===== config.mk =====
export PLATFORM = sky130hd
export DESIGN_NAME = tcw_top
export DESIGN_NICKNAME = d
export VERILOG_FILES = /design/src/rtl/tcw_pkg.sv /design/src/rtl/tcw_tmr_if.sv /design/src/rtl/tcw_timer.sv /design/src/rtl/tcw_top.sv
export SDC_FILE = /design/constraint.sdc
export NUM_CORES = 1
export LEC_CHECK = 0
export BUFFER_PORTS_ARGS = -buffer_cell sky130_fd_sc_hd__buf_2
export CORE_MARGIN = 2
export CORE_UTILIZATION = 33
export DETAILED_ROUTE_END_ITERATION = 6
export GPL_TIMING_DRIVEN = 0
export HOLD_SLACK_MARGIN = 0.03
export PLACE_DENSITY_LB_ADDON = 0.05
export RECOVER_POWER = 25
export SETUP_SLACK_MARGIN = 0.5
export SLEW_MARGIN = 20
export SYNTH_ARGS = -nofsm -noshare
export SYNTH_HDL_FRONTEND = slang
export SYNTH_SLANG_ARGS = --single-unit

===== constraint.sdc =====
create_clock -name pclk -period 2.85 [get_ports pclk]
set_input_delay 0.1425 -clock pclk [delete_from_list [all_inputs] [get_ports pclk]]
set_output_delay 0.1425 -clock pclk [all_outputs]
set_load 0.01 [all_outputs]

===== src/rtl/tcw_pkg.sv =====
// Shared constants and types of the timer, compare, capture and wakeup block.
package tcw_pkg;

	localparam int TW  = 16;
	localparam int NT  = 3;
	localparam int NOC = 2;
	localparam int NIC = 2;
	localparam int NWT = 2;
	localparam int NEV = 4;
	localparam int NSYNC = 8;
	localparam int STW = 11;

	// Synchronised input positions.
	localparam int SY_RC   = 0;
	localparam int SY_XLF  = 1;
	localparam int SY_LP   = 2;
	localparam int SY_TPIN = 3;
	localparam int SY_CPIN = 6;

	// Byte offsets of the register map.
	localparam logic [7:0] T_CTRL_OFF   = 8'h00;
	localparam logic [7:0] T_PERIOD_OFF = 8'h04;
	localparam logic [7:0] T_COUNT_OFF  = 8'h08;
	localparam logic [7:0] T_STRIDE     = 8'h10;
	localparam logic [7:0] OC_CTRL_OFF  = 8'h30;
	localparam logic [7:0] OC_CMP_OFF   = 8'h38;
	localparam logic [7:0] IC_CTRL_OFF  = 8'h40;
	localparam logic [7:0] IC_CAP_OFF   = 8'h48;
	localparam logic [7:0] WT_CTRL_OFF  = 8'h50;
	localparam logic [7:0] WT_CNT_OFF   = 8'h54;
	localparam logic [7:0] WT_EV_OFF    = 8'h5C;
	localparam logic [7:0] IRQ_STAT_OFF = 8'h70;
	localparam logic [7:0] IRQ_MASK_OFF = 8'h74;
	localparam logic [7:0] WORD        = 8'h04;

	// Status bit positions.
	localparam int ST_OVF = 0;
	localparam int ST_OC  = 3;
	localparam int ST_IC  = 5;
	localparam int ST_WEV = 7;

	typedef enum logic [1:0] {
		MODE_STOP   = 2'b00,
		MODE_FREE   = 2'b01,
		MODE_PERIOD = 2'b10,
		MODE_UPDOWN = 2'b11
	} tcw_mode_type;

	typedef enum logic [2:0] {
		SRC_SYS = 3'b000,
		SRC_RC  = 3'b001,
		SRC_XLF = 3'b010,
		SRC_LP  = 3'b011,
		SRC_PIN = 3'b100
	} tcw_src_type;

	// Timer control word, lowest field in bit 0.
	typedef struct packed {
		logic         sd;
		tcw_mode_type mode;
		logic [2:0]   psc;
		logic         sync;
		logic         inv;
		tcw_src_type  src;
	} tcw_tctrl_type;

	localparam int CT_W = 11;

	function automatic logic [7:0] tcw_addr(input logic [7:0] base, input int idx, input logic [7:0] stride);
		return base + 8'(idx) * stride;
	endfunction

endpackage


===== src/rtl/tcw_tmr_if.sv =====
// Interface carrying one timer's configuration and results.
`timescale 1ns/100ps
interface tcw_tmr_if;
	import tcw_pkg::*;
	tcw_tctrl_type  ctrl;
	logic [TW-1:0]  period;
	logic [3:0]     src_lvl;
	logic           load;
	logic [TW-1:0]  load_val;
	logic [TW-1:0]  cnt;
	logic           tick;
	logic           ovf;
	logic           sd_out;
	modport timer (input ctrl, period, src_lvl, load, load_val, output cnt, tick, ovf, sd_out);
	modport host  (output ctrl, period, src_lvl, load, load_val, input cnt, tick, ovf, sd_out);
endinterface


===== src/rtl/tcw_timer.sv =====
// One general-purpose timer with clock select, prescaler, counting modes and sigma-delta output.
`timescale 1ns/100ps
module tcw_timer
	import tcw_pkg::*;
#(
	parameter int PSC_W = 8
) (
	// Clock and reset.
	input  wire logic pclk,
	input  wire logic presetn,
	// Configuration and results.
	tcw_tmr_if.timer  t
);

	if (PSC_W < 7) begin : g_chk
		$error("Prescaler too narrow for the largest division.");
	end

	typedef struct packed {
		logic             rs;
		logic             prev;
		logic [PSC_W-1:0] psc;
		logic [TW-1:0]    cnt;
		logic             up;
		logic [TW-1:0]    acc;
		logic             sd;
		logic             tick;
		logic             ovf;
	} tcw_tstate_type;

	tcw_tstate_type q;
	tcw_tstate_type d;

	function automatic logic [PSC_W-1:0] psc_mask(input logic [2:0] p);
		return PSC_W'((1 << p) - 1);
	endfunction

	logic lvl;
	logic cur;
	logic edge_s;
	logic tk;

	always_comb begin
		d = q;
		d.tick = 1'b0;
		d.ovf = 1'b0;
		lvl = 1'b0;
		case (t.ctrl.src)
			SRC_RC:  lvl = t.src_lvl[0];
			SRC_XLF: lvl = t.src_lvl[1];
			SRC_LP:  lvl = t.src_lvl[2];
			SRC_PIN: lvl = t.src_lvl[3];
			default: lvl = 1'b0;
		endcase
		d.rs = lvl ^ t.ctrl.inv;
		cur = t.ctrl.sync ? q.rs : d.rs;
		d.prev = cur;
		edge_s = (t.ctrl.src == SRC_SYS) ? 1'b1 : (cur & ~q.prev);
		if (edge_s) begin
			d.psc = q.psc + 1'b1;
		end
		tk = edge_s && ((q.psc & psc_mask(t.ctrl.psc)) == psc_mask(t.ctrl.psc));
		if (t.load) begin
			d.cnt = t.load_val;
			d.up = 1'b1;
		end else if (tk && t.ctrl.mode != MODE_STOP) begin
			d.tick = 1'b1;
			case (t.ctrl.mode)
				MODE_FREE: begin
					d.cnt = q.cnt + 1'b1;
					d.ovf = &q.cnt;
				end
				MODE_PERIOD: begin
					if (q.cnt >= t.period) begin
						d.cnt = '0;
						d.ovf = 1'b1;
					end else begin
						d.cnt = q.cnt + 1'b1;
					end
				end
				default: begin
					if (t.period == '0) begin
						d.cnt = '0;
						d.ovf = 1'b1;
					end else if (q.up) begin
						if (q.cnt >= t.period) begin
							d.up = 1'b0;
							d.cnt = q.cnt - 1'b1;
						end else begin
							d.cnt = q.cnt + 1'b1;
						end
					end else if (q.cnt == '0) begin
						d.up = 1'b1;
						d.ovf = 1'b1;
						d.cnt = q.cnt + 1'b1;
					end else begin
						d.cnt = q.cnt - 1'b1;
					end
				end
			endcase
		end
		if (!t.ctrl.sd) begin
			d.sd = 1'b0;
			d.acc = '0;
		end else if (tk) begin
			{d.sd, d.acc} = {1'b0, q.acc} + {1'b0, t.period};
		end
	end

	always_ff @(posedge pclk or negedge presetn) begin
		if (!presetn) begin
			q <= '0;
		end else begin
			q <= d;
		end
	end

	assign t.cnt = q.cnt;
	assign t.tick = q.tick;
	assign t.ovf = q.ovf;
	assign t.sd_out = q.sd;

endmodule


===== src/rtl/tcw_top.sv =====
// Timer, output compare, input capture and wakeup timer block behind an APB slave.
// Function
// - Three identical timers with 16-bit counts.
// - Clock from system, oscillators or pin.
// - Optional inversion of the counting clock.
// - Power-of-two prescaler before each counter.
// - Optional resynchronisation stage, bypassable.
// - Four software-selected counting modes.
// - Sigma-delta bit stream on dedicated pin.
// - Two output compare units producing PWM.
// - Two input capture units timestamping transitions.
// - Two wakeup timers, four event registers.
// - Wakeup count match raises an interrupt.
//
// Added by the designer: the APB interface to the registers and the register addresses.
`timescale 1ns/100ps
module tcw_top
	import tcw_pkg::*;
(
	// Clock and reset.
	input  wire logic              pclk,
	input  wire logic              presetn,
	// APB slave.
	input  wire logic              psel,
	input  wire logic              penable,
	input  wire logic              pwrite,
	input  wire logic [7:0]        paddr,
	input  wire logic [31:0]       pwdata,
	output logic      [31:0]       prdata,
	output logic                   pready,
	output logic                   pslverr,
	// Oscillator levels.
	input  wire logic              osc_rc,
	input  wire logic              osc_xlf,
	input  wire logic              osc_lp,
	// Timer clock, capture, PWM and sigma-delta pins.
	input  wire logic [NT-1:0]     tmr_pin,
	input  wire logic [NIC-1:0]    cap_pin,
	output logic      [NOC-1:0]    pwm_out,
	output logic      [NT-1:0]     sd_out,
	// Interrupt.
	output logic                   irq
);

	typedef struct packed {
		logic [NSYNC-1:0]          s1;
		logic [NSYNC-1:0]          s2;
		tcw_tctrl_type [NT-1:0]    ctrl;
		logic [NT-1:0][TW-1:0]     period;
		logic [NOC-1:0][3:0]       occ;
		logic [NOC-1:0][TW-1:0]    ocv;
		logic [NOC-1:0]            oc_out;
		logic [NIC-1:0][3:0]       icc;
		logic [NIC-1:0][TW-1:0]    icv;
		logic [NIC-1:0]            ic_prev;
		logic [NWT-1:0]            wt_en;
		logic [NEV-1:0]            wt_sel;
		logic [NWT-1:0][TW-1:0]    wt_cnt;
		logic                      wt_prev;
		logic [NEV-1:0][TW-1:0]    wev;
		logic [STW-1:0]            stat;
		logic [STW-1:0]            mask;
		logic [31:0]               rdata;
		logic                      err;
	} tcw_state_type;

	tcw_state_type q;
	tcw_state_type d;

	tcw_tmr_if tif[NT] ();

	logic [NT-1:0][TW-1:0] tcnt;
	logic [NT-1:0]         ttick;
	logic [NT-1:0]         tovf;
	logic [NT-1:0]         tload;

	genvar g;
	generate
		for (g = 0; g < NT; g++) begin : g_tmr
			assign tif[g].ctrl = q.ctrl[g];
			assign tif[g].period = q.period[g];
			assign tif[g].src_lvl = {q.s2[SY_TPIN + g], q.s2[SY_LP], q.s2[SY_XLF], q.s2[SY_RC]};
			assign tif[g].load = tload[g];
			assign tif[g].load_val = pwdata[TW-1:0];
			assign tcnt[g] = tif[g].cnt;
			assign ttick[g] = tif[g].tick;
			assign tovf[g] = tif[g].ovf;
			assign sd_out[g] = tif[g].sd_out;
			tcw_timer #(
				.PSC_W   (8)
			) u_tmr (
				.pclk    (pclk),
				.presetn (presetn),
				.t       (tif[g])
			);
		end
	endgenerate

	function automatic logic [1:0] tsel(input logic [1:0] s);
		return (s < 2'(NT)) ? s : 2'b00;
	endfunction

	function automatic logic oc_level(input logic [3:0] c, input logic [TW-1:0] cnt, input logic [TW-1:0] cmp);
		return c[1] ? ((cnt < cmp) ^ c[0]) : c[0];
	endfunction

	function automatic logic cap_edge(input logic [3:0] c, input logic now, input logic was);
		return (c[0] & now & ~was) | (c[1] & ~now & was);
	endfunction

	if (NSYNC != SY_CPIN + NIC) begin : g_chk_sync
		$error("Synchroniser width does not cover every pin.");
	end
	if (SY_CPIN != SY_TPIN + NT) begin : g_chk_tpin
		$error("Timer pin positions overlap the capture pins.");
	end
	if (NT > 3) begin : g_chk_nt
		$error("Timer select field serves at most three timers.");
	end
	if (NWT > 2) begin : g_chk_nwt
		$error("Wakeup select bit serves at most two wakeup timers.");
	end
	if (NOC > 2 || NIC > 2 || NEV > 4) begin : g_chk_map
		$error("Register map holds two units of each kind and four events.");
	end
	if (STW != ST_WEV + NEV) begin : g_chk_stw
		$error("Status width does not match the event layout.");
	end
	if (ST_OC != ST_OVF + NT || ST_IC != ST_OC + NOC || ST_WEV != ST_IC + NIC) begin : g_chk_st
		$error("Status fields overlap.");
	end
	if (CT_W != $bits(tcw_tctrl_type)) begin : g_chk_ct
		$error("Control word width does not match its layout.");
	end

	logic           setup;
	logic           wr;
	logic           hit;
	logic [31:0]    rv;
	logic [STW-1:0] ev;
	logic [STW-1:0] w1c;
	logic [1:0]     ts;
	logic           lvl;
	logic           wtick;
	logic           ok;

	always_comb begin
		d = q;
		setup = psel & ~penable;
		wr = psel & penable & pwrite;
		hit = 1'b0;
		rv = '0;
		ev = '0;
		w1c = '0;
		tload = '0;
		ts = '0;
		lvl = 1'b0;
		ok = 1'b0;
		d.s1 = {cap_pin, tmr_pin, osc_lp, osc_xlf, osc_rc};
		d.s2 = q.s1;

		for (int i = 0; i < NT; i++) begin
			ev[ST_OVF + i] = tovf[i];
		end

		for (int i = 0; i < NOC; i++) begin
			ts = tsel(q.occ[i][3:2]);
			d.oc_out[i] = oc_level(q.occ[i], tcnt[ts], q.ocv[i]);
			ev[ST_OC + i] = q.occ[i][1] & ttick[ts] & (tcnt[ts] == q.ocv[i]);
		end

		for (int i = 0; i < NIC; i++) begin
			ts = tsel(q.icc[i][3:2]);
			lvl = q.s2[SY_CPIN + i];
			d.ic_prev[i] = lvl;
			if (cap_edge(q.icc[i], lvl, q.ic_prev[i])) begin
				d.icv[i] = tcnt[ts];
				ev[ST_IC + i] = 1'b1;
			end
		end

		d.wt_prev = q.s2[SY_LP];
		wtick = q.s2[SY_LP] & ~q.wt_prev;
		for (int w = 0; w < NWT; w++) begin
			if (wtick & q.wt_en[w]) begin
				d.wt_cnt[w] = q.wt_cnt[w] + 1'b1;
			end
		end
		for (int e = 0; e < NEV; e++) begin
			if (wtick & q.wt_en[q.wt_sel[e]] & (d.wt_cnt[q.wt_sel[e]] == q.wev[e])) begin
				ev[ST_WEV + e] = 1'b1;
			end
		end

		for (int i = 0; i < NT; i++) begin
			if (paddr == tcw_addr(T_CTRL_OFF, i, T_STRIDE)) begin
				hit = 1'b1;
				rv = 32'(q.ctrl[i]);
				if (wr) begin
					d.ctrl[i] = tcw_tctrl_type'(pwdata[CT_W-1:0]);
				end
			end else if (paddr == tcw_addr(T_PERIOD_OFF, i, T_STRIDE)) begin
				hit = 1'b1;
				rv = 32'(q.period[i]);
				if (wr) begin
					d.period[i] = pwdata[TW-1:0];
				end
			end else if (paddr == tcw_addr(T_COUNT_OFF, i, T_STRIDE)) begin
				hit = 1'b1;
				rv = 32'(tcnt[i]);
				tload[i] = wr;
			end
		end
		for (int i = 0; i < NOC; i++) begin
			if (paddr == tcw_addr(OC_CTRL_OFF, i, WORD)) begin
				hit = 1'b1;
				rv = 32'(q.occ[i]);
				if (wr) begin
					d.occ[i] = pwdata[3:0];
				end
			end else if (paddr == tcw_addr(OC_CMP_OFF, i, WORD)) begin
				hit = 1'b1;
				rv = 32'(q.ocv[i]);
				if (wr) begin
					d.ocv[i] = pwdata[TW-1:0];
				end
			end
		end
		for (int i = 0; i < NIC; i++) begin
			if (paddr == tcw_addr(IC_CTRL_OFF, i, WORD)) begin
				hit = 1'b1;
				rv = 32'(q.icc[i]);
				if (wr) begin
					d.icc[i] = pwdata[3:0];
				end
			end else if (paddr == tcw_addr(IC_CAP_OFF, i, WORD)) begin
				hit = 1'b1;
				rv = 32'(q.icv[i]);
			end
		end
		if (paddr == WT_CTRL_OFF) begin
			hit = 1'b1;
			rv = 32'({q.wt_sel, q.wt_en});
			if (wr) begin
				{d.wt_sel, d.wt_en} = pwdata[NEV+NWT-1:0];
			end
		end else if (paddr == IRQ_STAT_OFF) begin
			hit = 1'b1;
			rv = 32'(q.stat);
			if (wr) begin
				w1c = pwdata[STW-1:0];
			end
		end else if (paddr == IRQ_MASK_OFF) begin
			hit = 1'b1;
			rv = 32'(q.mask);
			if (wr) begin
				d.mask = pwdata[STW-1:0];
			end
		end
		for (int w = 0; w < NWT; w++) begin
			if (paddr == tcw_addr(WT_CNT_OFF, w, WORD)) begin
				hit = 1'b1;
				rv = 32'(q.wt_cnt[w]);
				if (wr) begin
					d.wt_cnt[w] = pwdata[TW-1:0];
				end
			end
		end
		for (int e = 0; e < NEV; e++) begin
			if (paddr == tcw_addr(WT_EV_OFF, e, WORD)) begin
				hit = 1'b1;
				rv = 32'(q.wev[e]);
				if (wr) begin
					d.wev[e] = pwdata[TW-1:0];
				end
			end
		end

		ok = hit;
		d.stat = (q.stat & ~w1c) | ev;
		if (setup) begin
			d.rdata = ok ? rv : '0;
			d.err = ~ok;
		end
	end

	always_ff @(posedge pclk or negedge presetn) begin
		if (!presetn) begin
			q <= '0;
		end else begin
			q <= d;
		end
	end

	assign prdata = q.rdata;
	assign pready = 1'b1;
	assign pslverr = psel & penable & q.err;
	assign pwm_out = q.oc_out;
	assign irq = |(q.stat & q.mask);

endmodule


Word-level counts from Yosys, hierarchy flattened
Cells that the tools add are included.
W data, S select, Z words.
{"block": "totals", "ff_bits": 477, "wordCells": 462}
{"block": "op_classes", "add_sub_neg": 17, "n_mux": 180, "n_bitwise": 61, "n_shift": 3, "magnitude_cmp": 17, "reduce_logical": 50, "eq_ne": 61}
{"op": "$mux W32", "n": 24}
{"op": "$mux W16", "n": 33}
{"op": "$mux W17", "n": 15}
{"op": "$bmux W16 S2", "n": 4}
{"op": "$eq A8 B7 Y1 const B", "n": 13}
{"op": "$eq A16 B16 Y1", "n": 6}
{"op": "$logic_not A16 Y1", "n": 6}
{"op": "$pmux W16 S2", "n": 3}
{"op": "$add A16 B1 Y16 const B", "n": 5}
{"op": "$mux W1", "n": 80}
{"op": "$eq A8 B6 Y1 const B", "n": 7}
{"op": "$add A16 B16 Y17", "n": 3}
{"op": "$ge A16 B16 Y1", "n": 3}
{"op": "$reduce_and A16 Y1", "n": 3}
{"op": "$sub A16 B1 Y16 const B", "n": 3}
{"op": "$mux W11", "n": 3}
{"op": "$lt A16 B16 Y1", "n": 2}
{"op": "$and A1 B1 Y1", "n": 30}
{"op": "$add A8 B1 Y8 const B", "n": 3}
{"op": "$and A8 B8 Y8", "n": 3}
{"op": "$eq A8 B5 Y1 const B", "n": 3}
{"op": "$eq A8 B8 Y1", "n": 3}
{"op": "$reduce_and A2 Y1", "n": 12}
{"op": "$reduce_and A3 Y1", "n": 8}
{"op": "other kinds (30)", "n": 114}

Depth between registers and ports, before layout
Gate-level depths: netlist of run 1.
{"block": "depth", "ltp_word": 28, "ltp_mapped": 15, "mapped_depth_nobuf": 14}

Cells and area by module
Synthesis of run 1 repeated with hierarchy kept, for this count alone.
{"block": "hier_totals", "hier_cells": 3826, "hier_area_um2": 33857.5}
{"mod": "tcw_top", "cells_each": 2290, "seq_area_each_um2": 8082.8, "area_per_inst_um2": 21393.0, "instances": 1}
{"mod": "tcw_timer (g_tmr[1].u_tmr ...)", "cells_each": 513, "seq_area_each_um2": 1126.1, "area_per_inst_um2": 4131.5, "instances": 2}
{"mod": "tcw_timer (g_tmr[0].u_tmr)", "cells_each": 510, "seq_area_each_um2": 1126.1, "area_per_inst_um2": 4201.5, "instances": 1}

Worst setup path after synthesis of run 1
Ideal clock, no wire load.
{"block": "synth_timing", "path_type": "register -> register", "startpoint": "register g_tmr[1].u_tmr.q, in the netlist g_tmr[1].u_tmr.t.cnt[0]", "endpoint": "register g_tmr[1].u_tmr.q, in the netlist g_tmr[1].u_tmr.t.cnt[14]", "slack_ps": -185, "period_less_slack_ps": 3035, "path_buffers": 2, "path_stages_with_launch": 13, "arrival_time_ps": 2945, "path_cell_list": "dfrtp_1 -> clkbuf_1 -> inv_1 -> ha_1 -> nand2b_1 -> a211oi_1 -> o21a_1 -> o211ai_1 -> a21oi_1 -> buf_2 -> mux2_2 -> a22o_1 -> o221ai_1"}
{"block": "synth_between", "elab_chain_len": 7, "word_cells_on_any_way": 12}
{"item": "start, declared", "line_no": "tcw_timer.sv:31", "source": "tcw_tstate_type q;"}
{"item": "start signal, assigned", "line_no": "tcw_timer.sv:112", "source": "q <= '0;"}
{"item": "start signal, assigned", "line_no": "tcw_timer.sv:114", "source": "q <= d;"}
{"item": "$sub A16 B1 Y16, or another cell as far along", "line_no": "tcw_timer.sv:88, tcw_timer.sv:97"}
{"item": "$mux W16 (on tied branches)", "line_no": "tcw_timer.sv:92, tcw_timer.sv:86"}
{"item": "$mux W17", "line_no": "tcw_timer.sv:85", "source": "end else if (q.up) begin"}
{"item": "$mux W16", "line_no": "tcw_timer.sv:82", "source": "if (t.period == '0) begin"}
{"item": "$pmux W16 S2 (*)", "line_no": "tcw_timer.sv:68", "source": "case (t.ctrl.mode)"}
{"item": "$mux W17 (*)", "line_no": "tcw_timer.sv:66", "source": "end else if (tk && t.ctrl.mode != MODE_STOP) begin"}
{"item": "$mux W17 (*)", "line_no": "tcw_timer.sv:63", "source": "if (t.load) begin"}
Mark *: on every way between the ends. The rest lies on a longest branch, timed or not. The select of a mux whose other input is x is not followed.
A chain may end at the register's enable or synchronous reset.

==> results of run 1 <==
-- cell type report --
class | instances | area, sq um
Antenna cell | 1 | 2.50
Buffer | 305 | 2300
Clock buffer | 76 | 1600
Clock inverter | 31 | 427
Fill cell | 9692 | 54600
Inverter | 139 | 582
Multi-Input combinational cell | 2842 | 22700
Sequential cell | 458 | 11500
Tap cell | 1287 | 1610
Timing Repair Buffer | 363 | 3160
-- worst max-delay path, cell delays in order (launching register included) --
cell	delay, ps
dfrtp_2	460
nand2b_4	160
clkbuf_16	150
clkbuf_16	150
o22ai_2	160
nor2_2	50
ha_1	280
nor2b_1	130
o21ai_1	120
nand2b_1	90
a21oi_2	200
o21ai_2	130
a221oi_4	410
o21ai_4	170
xnor2_4	220
-- flip-flops by register name, indices dropped and copies added, names as in the netlist --
| signal | flops |
|---|---|
| prdata | 16 |
| g_tmr.u_tmr.t.tick | 3 |
| g_tmr.u_tmr.t.sd_out | 3 |
| tif.period | 48 |
| pwm_out | 2 |
| g_tmr.u_tmr.t.ovf | 3 |
| g_tmr.u_tmr.t.cnt | 48 |
| q | 246 |
| g_tmr.u_tmr.q | 78 |
| d | 11 |
-- report_power, final --
| group | leakage [nW] | internal, mW | switching [mW] |
|---|---|---|---|
| clock network | 0.998 | 4.69 | 3.41 |
| registers | 5.87 | 7.14 | 0.782 |
| logic | 11.7 | 3.76 | 5.52 |
| total | 18.5 | 15.6 | 9.71 |
-- how the worst min path moves through the flow --
stage | start | end | slack (ps) | depth (start not counted)
3_5_place_dp | presetn | g_tmr[2].u_tmr.q[4]$_DFFE_PN0P_ | 70 | 1
6_report | pwdata[5] | tif[2].period[5]$_DFFE_PN0P_ | 60 | 2
5_1_grt | pwdata[5] | tif[2].period[5]$_DFFE_PN0P_ | 50 | 2
3_3_place_gp | tmr_pin[1] | d[327]$_DFF_PN0_ | 250 | 1
4_1_cts | cap_pin[1] | d[330]$_DFF_PN0_ | 40 | 2
2_1_floorplan | presetn | d[119]$_DFF_PN0_ | -150 | 0
-- per-layer routing --
layer | vias to the layer above | track usage | wire (um)
met5 | - | 0 | 26
met4 | 4 | 0.147 | 9530
met3 | 394 | 0.0522 | 12400
met2 | 1465 | 0.494 | 74000
met1 | 16639 | 0.426 | 70700
li1 | 14522 | - | -
-- timing repair --
item                                    CTS  global route
hold buffers                             22             0
gates resized for setup                 574           336
gates cloned                              1             0
setup buffers                           180           100
hold endpoints to repair                186             0
endpoints found under the setup margin  293           222
pin swaps                               177           154
-- through the flow --
stage                     cells  instance area, sq um  utilization  worst slack, ps
final                      5502                 43900        0.446             -156
after floorplan            3744                 33700            -              167
after detailed placement   5090                 35900        0.364            -1260
after CTS                  5400                 41900        0.425             -133
after global placement     5079                 35500        0.361            -9840
after global routing       5501                 43900        0.446             -197
-- logic make-up after synthesis --
family | count (synthesis) | synth area share
adders and majority gates | 155 | 0.0597
other | 2 | 0.000229
muxes | 272 | 0.0916
xor gates and xnor gates | 230 | 0.0613
and+or+nand+nor | 1157 | 0.176
AOI/OAI and AO/OA | 1011 | 0.204
buffers and inverters | 444 | 0.0580
DFF | 458 | 0.349
-- synth_stat cells, types with 39 or more instances --
master    instances  share of area
xor2_1          105          0.028
a221oi_1         39          0.010
nand2_1         288          0.033
mux2i_1          49          0.015
buf_2            39         0.0059
clkbuf_1        203          0.023
inv_1           137          0.016
mux2_2          221          0.076
nand4_1          42         0.0080
xnor2_1         125          0.033
nor3_1           82          0.012
buf_4            43         0.0098
a21oi_1         232          0.035
a211oi_1         39         0.0089
nor2_1          340          0.039
o21ai_0         215          0.033
nand3_1         105          0.016
ha_1            151          0.058
a31oi_1          45         0.0086
a22oi_1          50          0.011
dfrtp_1         458           0.35
o22ai_1          75          0.014
==> flow_metrics.py, run 1 <==
metrics = {
    "detailed_routing": {
        "wl_per_cell_um": 30.3,
        "drt-pass1-iter-count": 7,
        "vias_per_cell": 6.00,
        "final_antenna_net_count": 0,
        "dr_total_vias": 33024,
        "dr.first_iter.drc_count": 3392,
        "routed_wl_um": 167000,
        "drc": 0,
    },
    "floorplan": {
        "start_util": 0.333,
        "core_area_sq_um": 98600,
        "fp-row-count": 115,
        "pin_count": 93,
        "die_w_um": 320,
        "dieArea_sq_um": 102000,
        "die_h_um": 320,
    },
    "setup_path": {
        "crit_arrival_ps": 3610,
        "crit_fanout": 6,
        "end_kind": "register",
        "reg2reg_slack_ps": -160,
        "crit_start": "q[240]$_DFFE_PN0P_",
        "crit_required_ps": 3460,
        "crit_end": "pwm_out[1]$_DFF_PN0_",
        "startpoint_type": "register",
        "reg2reg_depth": 14,
        "rr_endpoint": "pwm_out[1]$_DFF_PN0_",
        "reg2reg_from": "q[240]$_DFFE_PN0P_",
        "path_class": "register to register",
    },
    "final_layout": {
        "drive_above_1_share": 0.340,
        "syn_to_final_growth_pct": 33.7,
        "finalNetCount": 4373,
        "final_cell_mix": "393 x dfrtp_1, 298 x nor2_1, 271 x buf_4, 252 x nand2_1, 216 x mux2_2",
        "final_common_cell": "dfrtp_1",
    },
    "sta": {
        "rsz0062_at_grt": "yes",
        "fin_crit_sh": 1.05,
        "fmax_ghz": 0.333,
        "period_needed_ps": 3010,
        "setup_viol": 7,
        "hold_viol_final": 0,
        "worst_pin_slew_ps": 1230,
        "setup_ws_ps": -156,
        "skew_ps": 31.6,
        "tns_ps": -438,
        "fin_hold_ws_ps": 63.6,
        "drv_slew": 0,
        "slew_headroom": 0.179,
    },
    "logic_synthesis": {
        "async_reset_ff_frac": 1.00,
        "netlist_instances": 3729,
        "ys.flop_type": "dfrtp_1",
        "avgSynthCellArea_sq_um": 8.81,
        "synth_edf_count": 0,
        "ys_ff_latch": 458,
        "seq_area_frac_synth": 0.349,
        "netlist_area_sq_um": 32900,
        "yosysWarnings": 0,
        "ys_types": 106,
    },
    "global_routing": {
        "grt_max_degree": 88,
        "grt_pass1_wl_um": 234000,
        "grt_usage": 0.316,
        "antenna_found_initial": 4,
        "grt_overflow": 0,
        "grt_pass1_vias": 31540,
    },
    "pwr": {
        "vdd_ir_drop_max_mv": 0.586,
        "p_per_area_nw_per_um2": 576,
        "power.total_mw": 25.3,
        "p_leak_nw": 18.5,
    },
    "clock_network": {
        "clock_path_buffers": 3,
        "clock_latency_ps": 710,
        "cts.sinks": 458,
        "htreeDepth": 2,
        "clkSlewWorstSetupHoldPaths_ps": 70,
        "tritoncts": "built",
        "numCtsBuffers": 57,
        "cts_root_buffer": "clkbuf_16",
    },
    "placed_design": {
        "io_buffer_count": 48,
        "gp_congestion": 0.991,
        "dpl.hpwl_um": 121000,
    },
    "run": {
        "drv_cap": 0,
    },
    "worst_hold_path": {
        "hp-class": "input port to register",
    },
    "outcome": {
        "outcome": "complete, but fails checks",
        "violations": "negative setup slack",
    },
}
Power figures use the tool's default switching activity.
==> run 2, diff against run 1 <==
--- a/config.mk
+++ b/config.mk
@@ -10,7 +10,7 @@
 export CORE_UTILIZATION = 33
 export DETAILED_ROUTE_END_ITERATION = 6
 export GPL_TIMING_DRIVEN = 0
-export HOLD_SLACK_MARGIN = 0.03
+export HOLD_SLACK_MARGIN = 0.08
 export PLACE_DENSITY_LB_ADDON = 0.05
 export RECOVER_POWER = 25
 export SETUP_SLACK_MARGIN = 0.5
==> constraint.sdc (replaced) <==
create_clock -name pclk -period 3.2 [get_ports pclk]
set_input_delay 0.16 -clock pclk [delete_from_list [all_inputs] [get_ports pclk]]
set_output_delay 0.16 -clock pclk [all_outputs]
set_load 0.01 [all_outputs]
==> run 2 against run 1 <==
  * The run ends with design-rule violations left
  * Sequential cell count is the same
  * Setup slack gained 300 ps
  * Highest routed layer unchanged
  * Global-route usage grew 0.32 points
  * Maximum frequency shrank 1.6%
  * Cell count shrank 1.0%
  * Hold slack gained 28 ps
  * Combinational power shrank 18%
  * Routed wire length is essentially flat
==> flow_metrics.py, run 2 (synthesis results as in run 1) <==
metrics = {
    "pwr": {
        "p_comb_frac": 0.346,
        "switching_share": 0.379,
        "power.total_mw": 21.9,
        "p_int_mw": 13.6,
        "vdd_ir_drop_max_mv": 0.401,
        "seq_power_share": 0.322,
        "p_per_area_nw_per_um2": 519,
        "p_leak_nw": 17.8,
        "power.switching_mw": 8.31,
        "clkPwrFrac": 0.331,
    },
    "setup_path": {
        "crit_arrival_ps": 3610,
        "crit_required_ps": 3750,
        "cpPeakStageDelay_ps": 440,
        "crit_fanout": 6,
        "path_class": "register to register",
        "cp_slowest_cell": "dfrtp_1",
        "startpoint_type": "register",
        "worst_path_most_repeated_cell": "mux2_4",
        "end_kind": "register",
        "path_cells": "buf_12, buf_16, mux2_4, a311oi_4, mux2_4, o2111ai_4, nand2b_4, inv_4, buf_6, a221o_1, a211o_1",
    },
    "floorplan": {
        "die_w_um": 320,
        "dieArea_sq_um": 102000,
        "core_area_sq_um": 98600,
        "pin_count": 93,
        "die_h_um": 320,
        "start_util": 0.333,
        "fp-row-count": 115,
    },
    "final_layout": {
        "finalNetCount": 4322,
        "utilization": 0.429,
        "drive_above_1_share": 0.290,
        "final_common_cell": "dfrtp_1",
        "final_area_sq_um": 42300,
        "largest_register_ffs": 246,
        "syn_to_final_growth_pct": 28.6,
        "fillers": 10033,
        "reg.largest.list": "q x246, g_tmr.u_tmr.q x78",
        "regMostFlops": "q",
        "final_cell_mix": "405 x dfrtp_1, 314 x nor2_1, 268 x nand2_1, 237 x buf_4, 216 x mux2_2",
    },
    "detailed_routing": {
        "drt-pass1-iter-count": 7,
        "wl_per_cell_um": 30.6,
        "vias_per_cell": 6.04,
        "final_antenna_net_count": 0,
        "drc": 1,
        "dr.first_iter.drc_count": 3927,
        "routed_wl_um": 167000,
        "dr_total_vias": 32879,
    },
    "clock_network": {
        "clock_path_buffers": 3,
        "numCtsBuffers": 58,
        "cts.sinks": 458,
        "clock_latency_ps": 680,
        "htreeDepth": 2,
        "tritoncts": "built",
        "cts_root_buffer": "clkbuf_16",
        "clkSlewWorstSetupHoldPaths_ps": 60,
    },
    "sta": {
        "fmax_ghz": 0.328,
        "setup_viol": 0,
        "tns_ps": 0,
        "drv_slew": 0,
        "period_needed_ps": 3050,
        "slew_headroom": 0.198,
        "skew_ps": 29.1,
        "fin_crit_sh": 0.954,
        "rsz0062_at_grt": "yes",
        "hold_viol_final": 0,
        "worst_pin_slew_ps": 1200,
    },
    "placed_design": {
        "io_buffer_count": 48,
        "dpl.hpwl_um": 120000,
        "gp_congestion": 0.959,
        "placed_area_sq_um": 35200,
    },
    "run": {
        "drv_cap": 0,
    },
    "outcome": {
        "violations": "design-rule violations",
        "outcome": "complete, but fails checks",
    },
    "global_routing": {
        "grt_pass1_wl_um": 236000,
        "grt_max_degree": 92,
        "antenna_found_initial": 18,
        "grt_usage": 0.319,
        "grt_pass1_vias": 31466,
        "grt_overflow": 0,
    },
    "worst_hold_path": {
        "hp-class": "input port to register",
    },
}
==> run 2: cell count changes in the layout (fill, tap and decap cells not counted), sizes merged <==
| cell | previous run | this run |
|---|---|---|
| clkinv | 20 | 10 |
| bufinv | 8 | 9 |
| dlygate4sd1 | 1 | 0 |
| buf | 450 | 382 |
| diode | 1 | 3 |
| clkinvlp | 3 | 6 |
| clkbuf | 272 | 289 |
==> run 2: final cells by class <==
cell class                 count  area, sq um  share of cell area
antenna                        3         7.51            0.000178
buffer                       305         1950              0.0461
clock buffer                  76         1660              0.0393
clock inverter                25          389             0.00921
inverter                     139          561              0.0133
multi-input combinational   2842        21800               0.517
sequential                   458        11500               0.273
tap                         1287         1610              0.0381
timing repair buffer         311         2710              0.0641
==> run 2: path summary, 6_finish.rpt <==
kind / from / to / slack, ps / depth (start not counted)
min: pwdata[5] / g_tmr[2].u_tmr.t.cnt[5]$_DFFE_PN0P_ / 90 / 2
max reg2reg: d[119]$_DFF_PN0_ / g_tmr[1].u_tmr.t.cnt[3]$_DFFE_PN0P_ / 150 / 11
max in group asynchronous: presetn / tif[0].period[0]$_DFFE_PN0P_ / 1100 / 6
max: d[119]$_DFF_PN0_ / g_tmr[1].u_tmr.t.cnt[3]$_DFFE_PN0P_ / 150 / 11
min reg2reg: d[326]$_DFF_PN0_ / q[326]$_DFF_PN0_ / 350 / 0
min in group asynchronous: presetn / g_tmr[2].u_tmr.q[8]$_DFFE_PN0P_ / 750 / 4
==> run 2: worst max-delay path, delay by kind of cell (launching register included) <==
| family | cells | cell delay, ps |
|---|---|---|
| AO/OA/AOI/OAI | 4 | 1110 |
| multiplexers | 2 | 620 |
| buffers and inverters | 4 | 490 |
| flip-flops | 1 | 440 |
| AND/OR/NAND/NOR | 1 | 240 |
==> run 2: timing repair <==
action	CTS	global route
pin swaps	132	127
gates cloned	7	1
resized for setup	519	293
hold buffers	22	0
buffers inserted	148	74
endpoints found under the setup margin	222	152
hold endpoints to repair	164	0
==> run 2: power groups by stage <==
stage                     Clock, mW  Combinational (mW)  Sequential (mW)
after floorplan                   0                3.80             6.83
after global placement            0                5.83             7.16
after detailed placement          0                5.83             7.15
after CTS                      7.43                6.93             7.04
after global routing           7.61                8.12             7.13
final                          7.27                7.60             7.07
==> run 2: routing by layer <==
metal / GRT usage / wire length, um / part of all wire
met1: 0.429 / 70100 / 0.42
met2: 0.494 / 73000 / 0.44
met3: 0.0502 / 13100 / 0.078
met4: 0.166 / 10500 / 0.063
met5: 0 / 46 / 0.00028
==> run 2: stage by stage <==
step / cells / setup WS (ps) / hold slack [ps]
CTS: 5366 / 183 / 80.0
floorplan: 3744 / 497 / -136
finish: 5446 / 147 / 92.1
global placement: 5079 / -8580 / 269
detailed placement: 5088 / -1040 / 86.1
global route: 5444 / 60.7 / 101
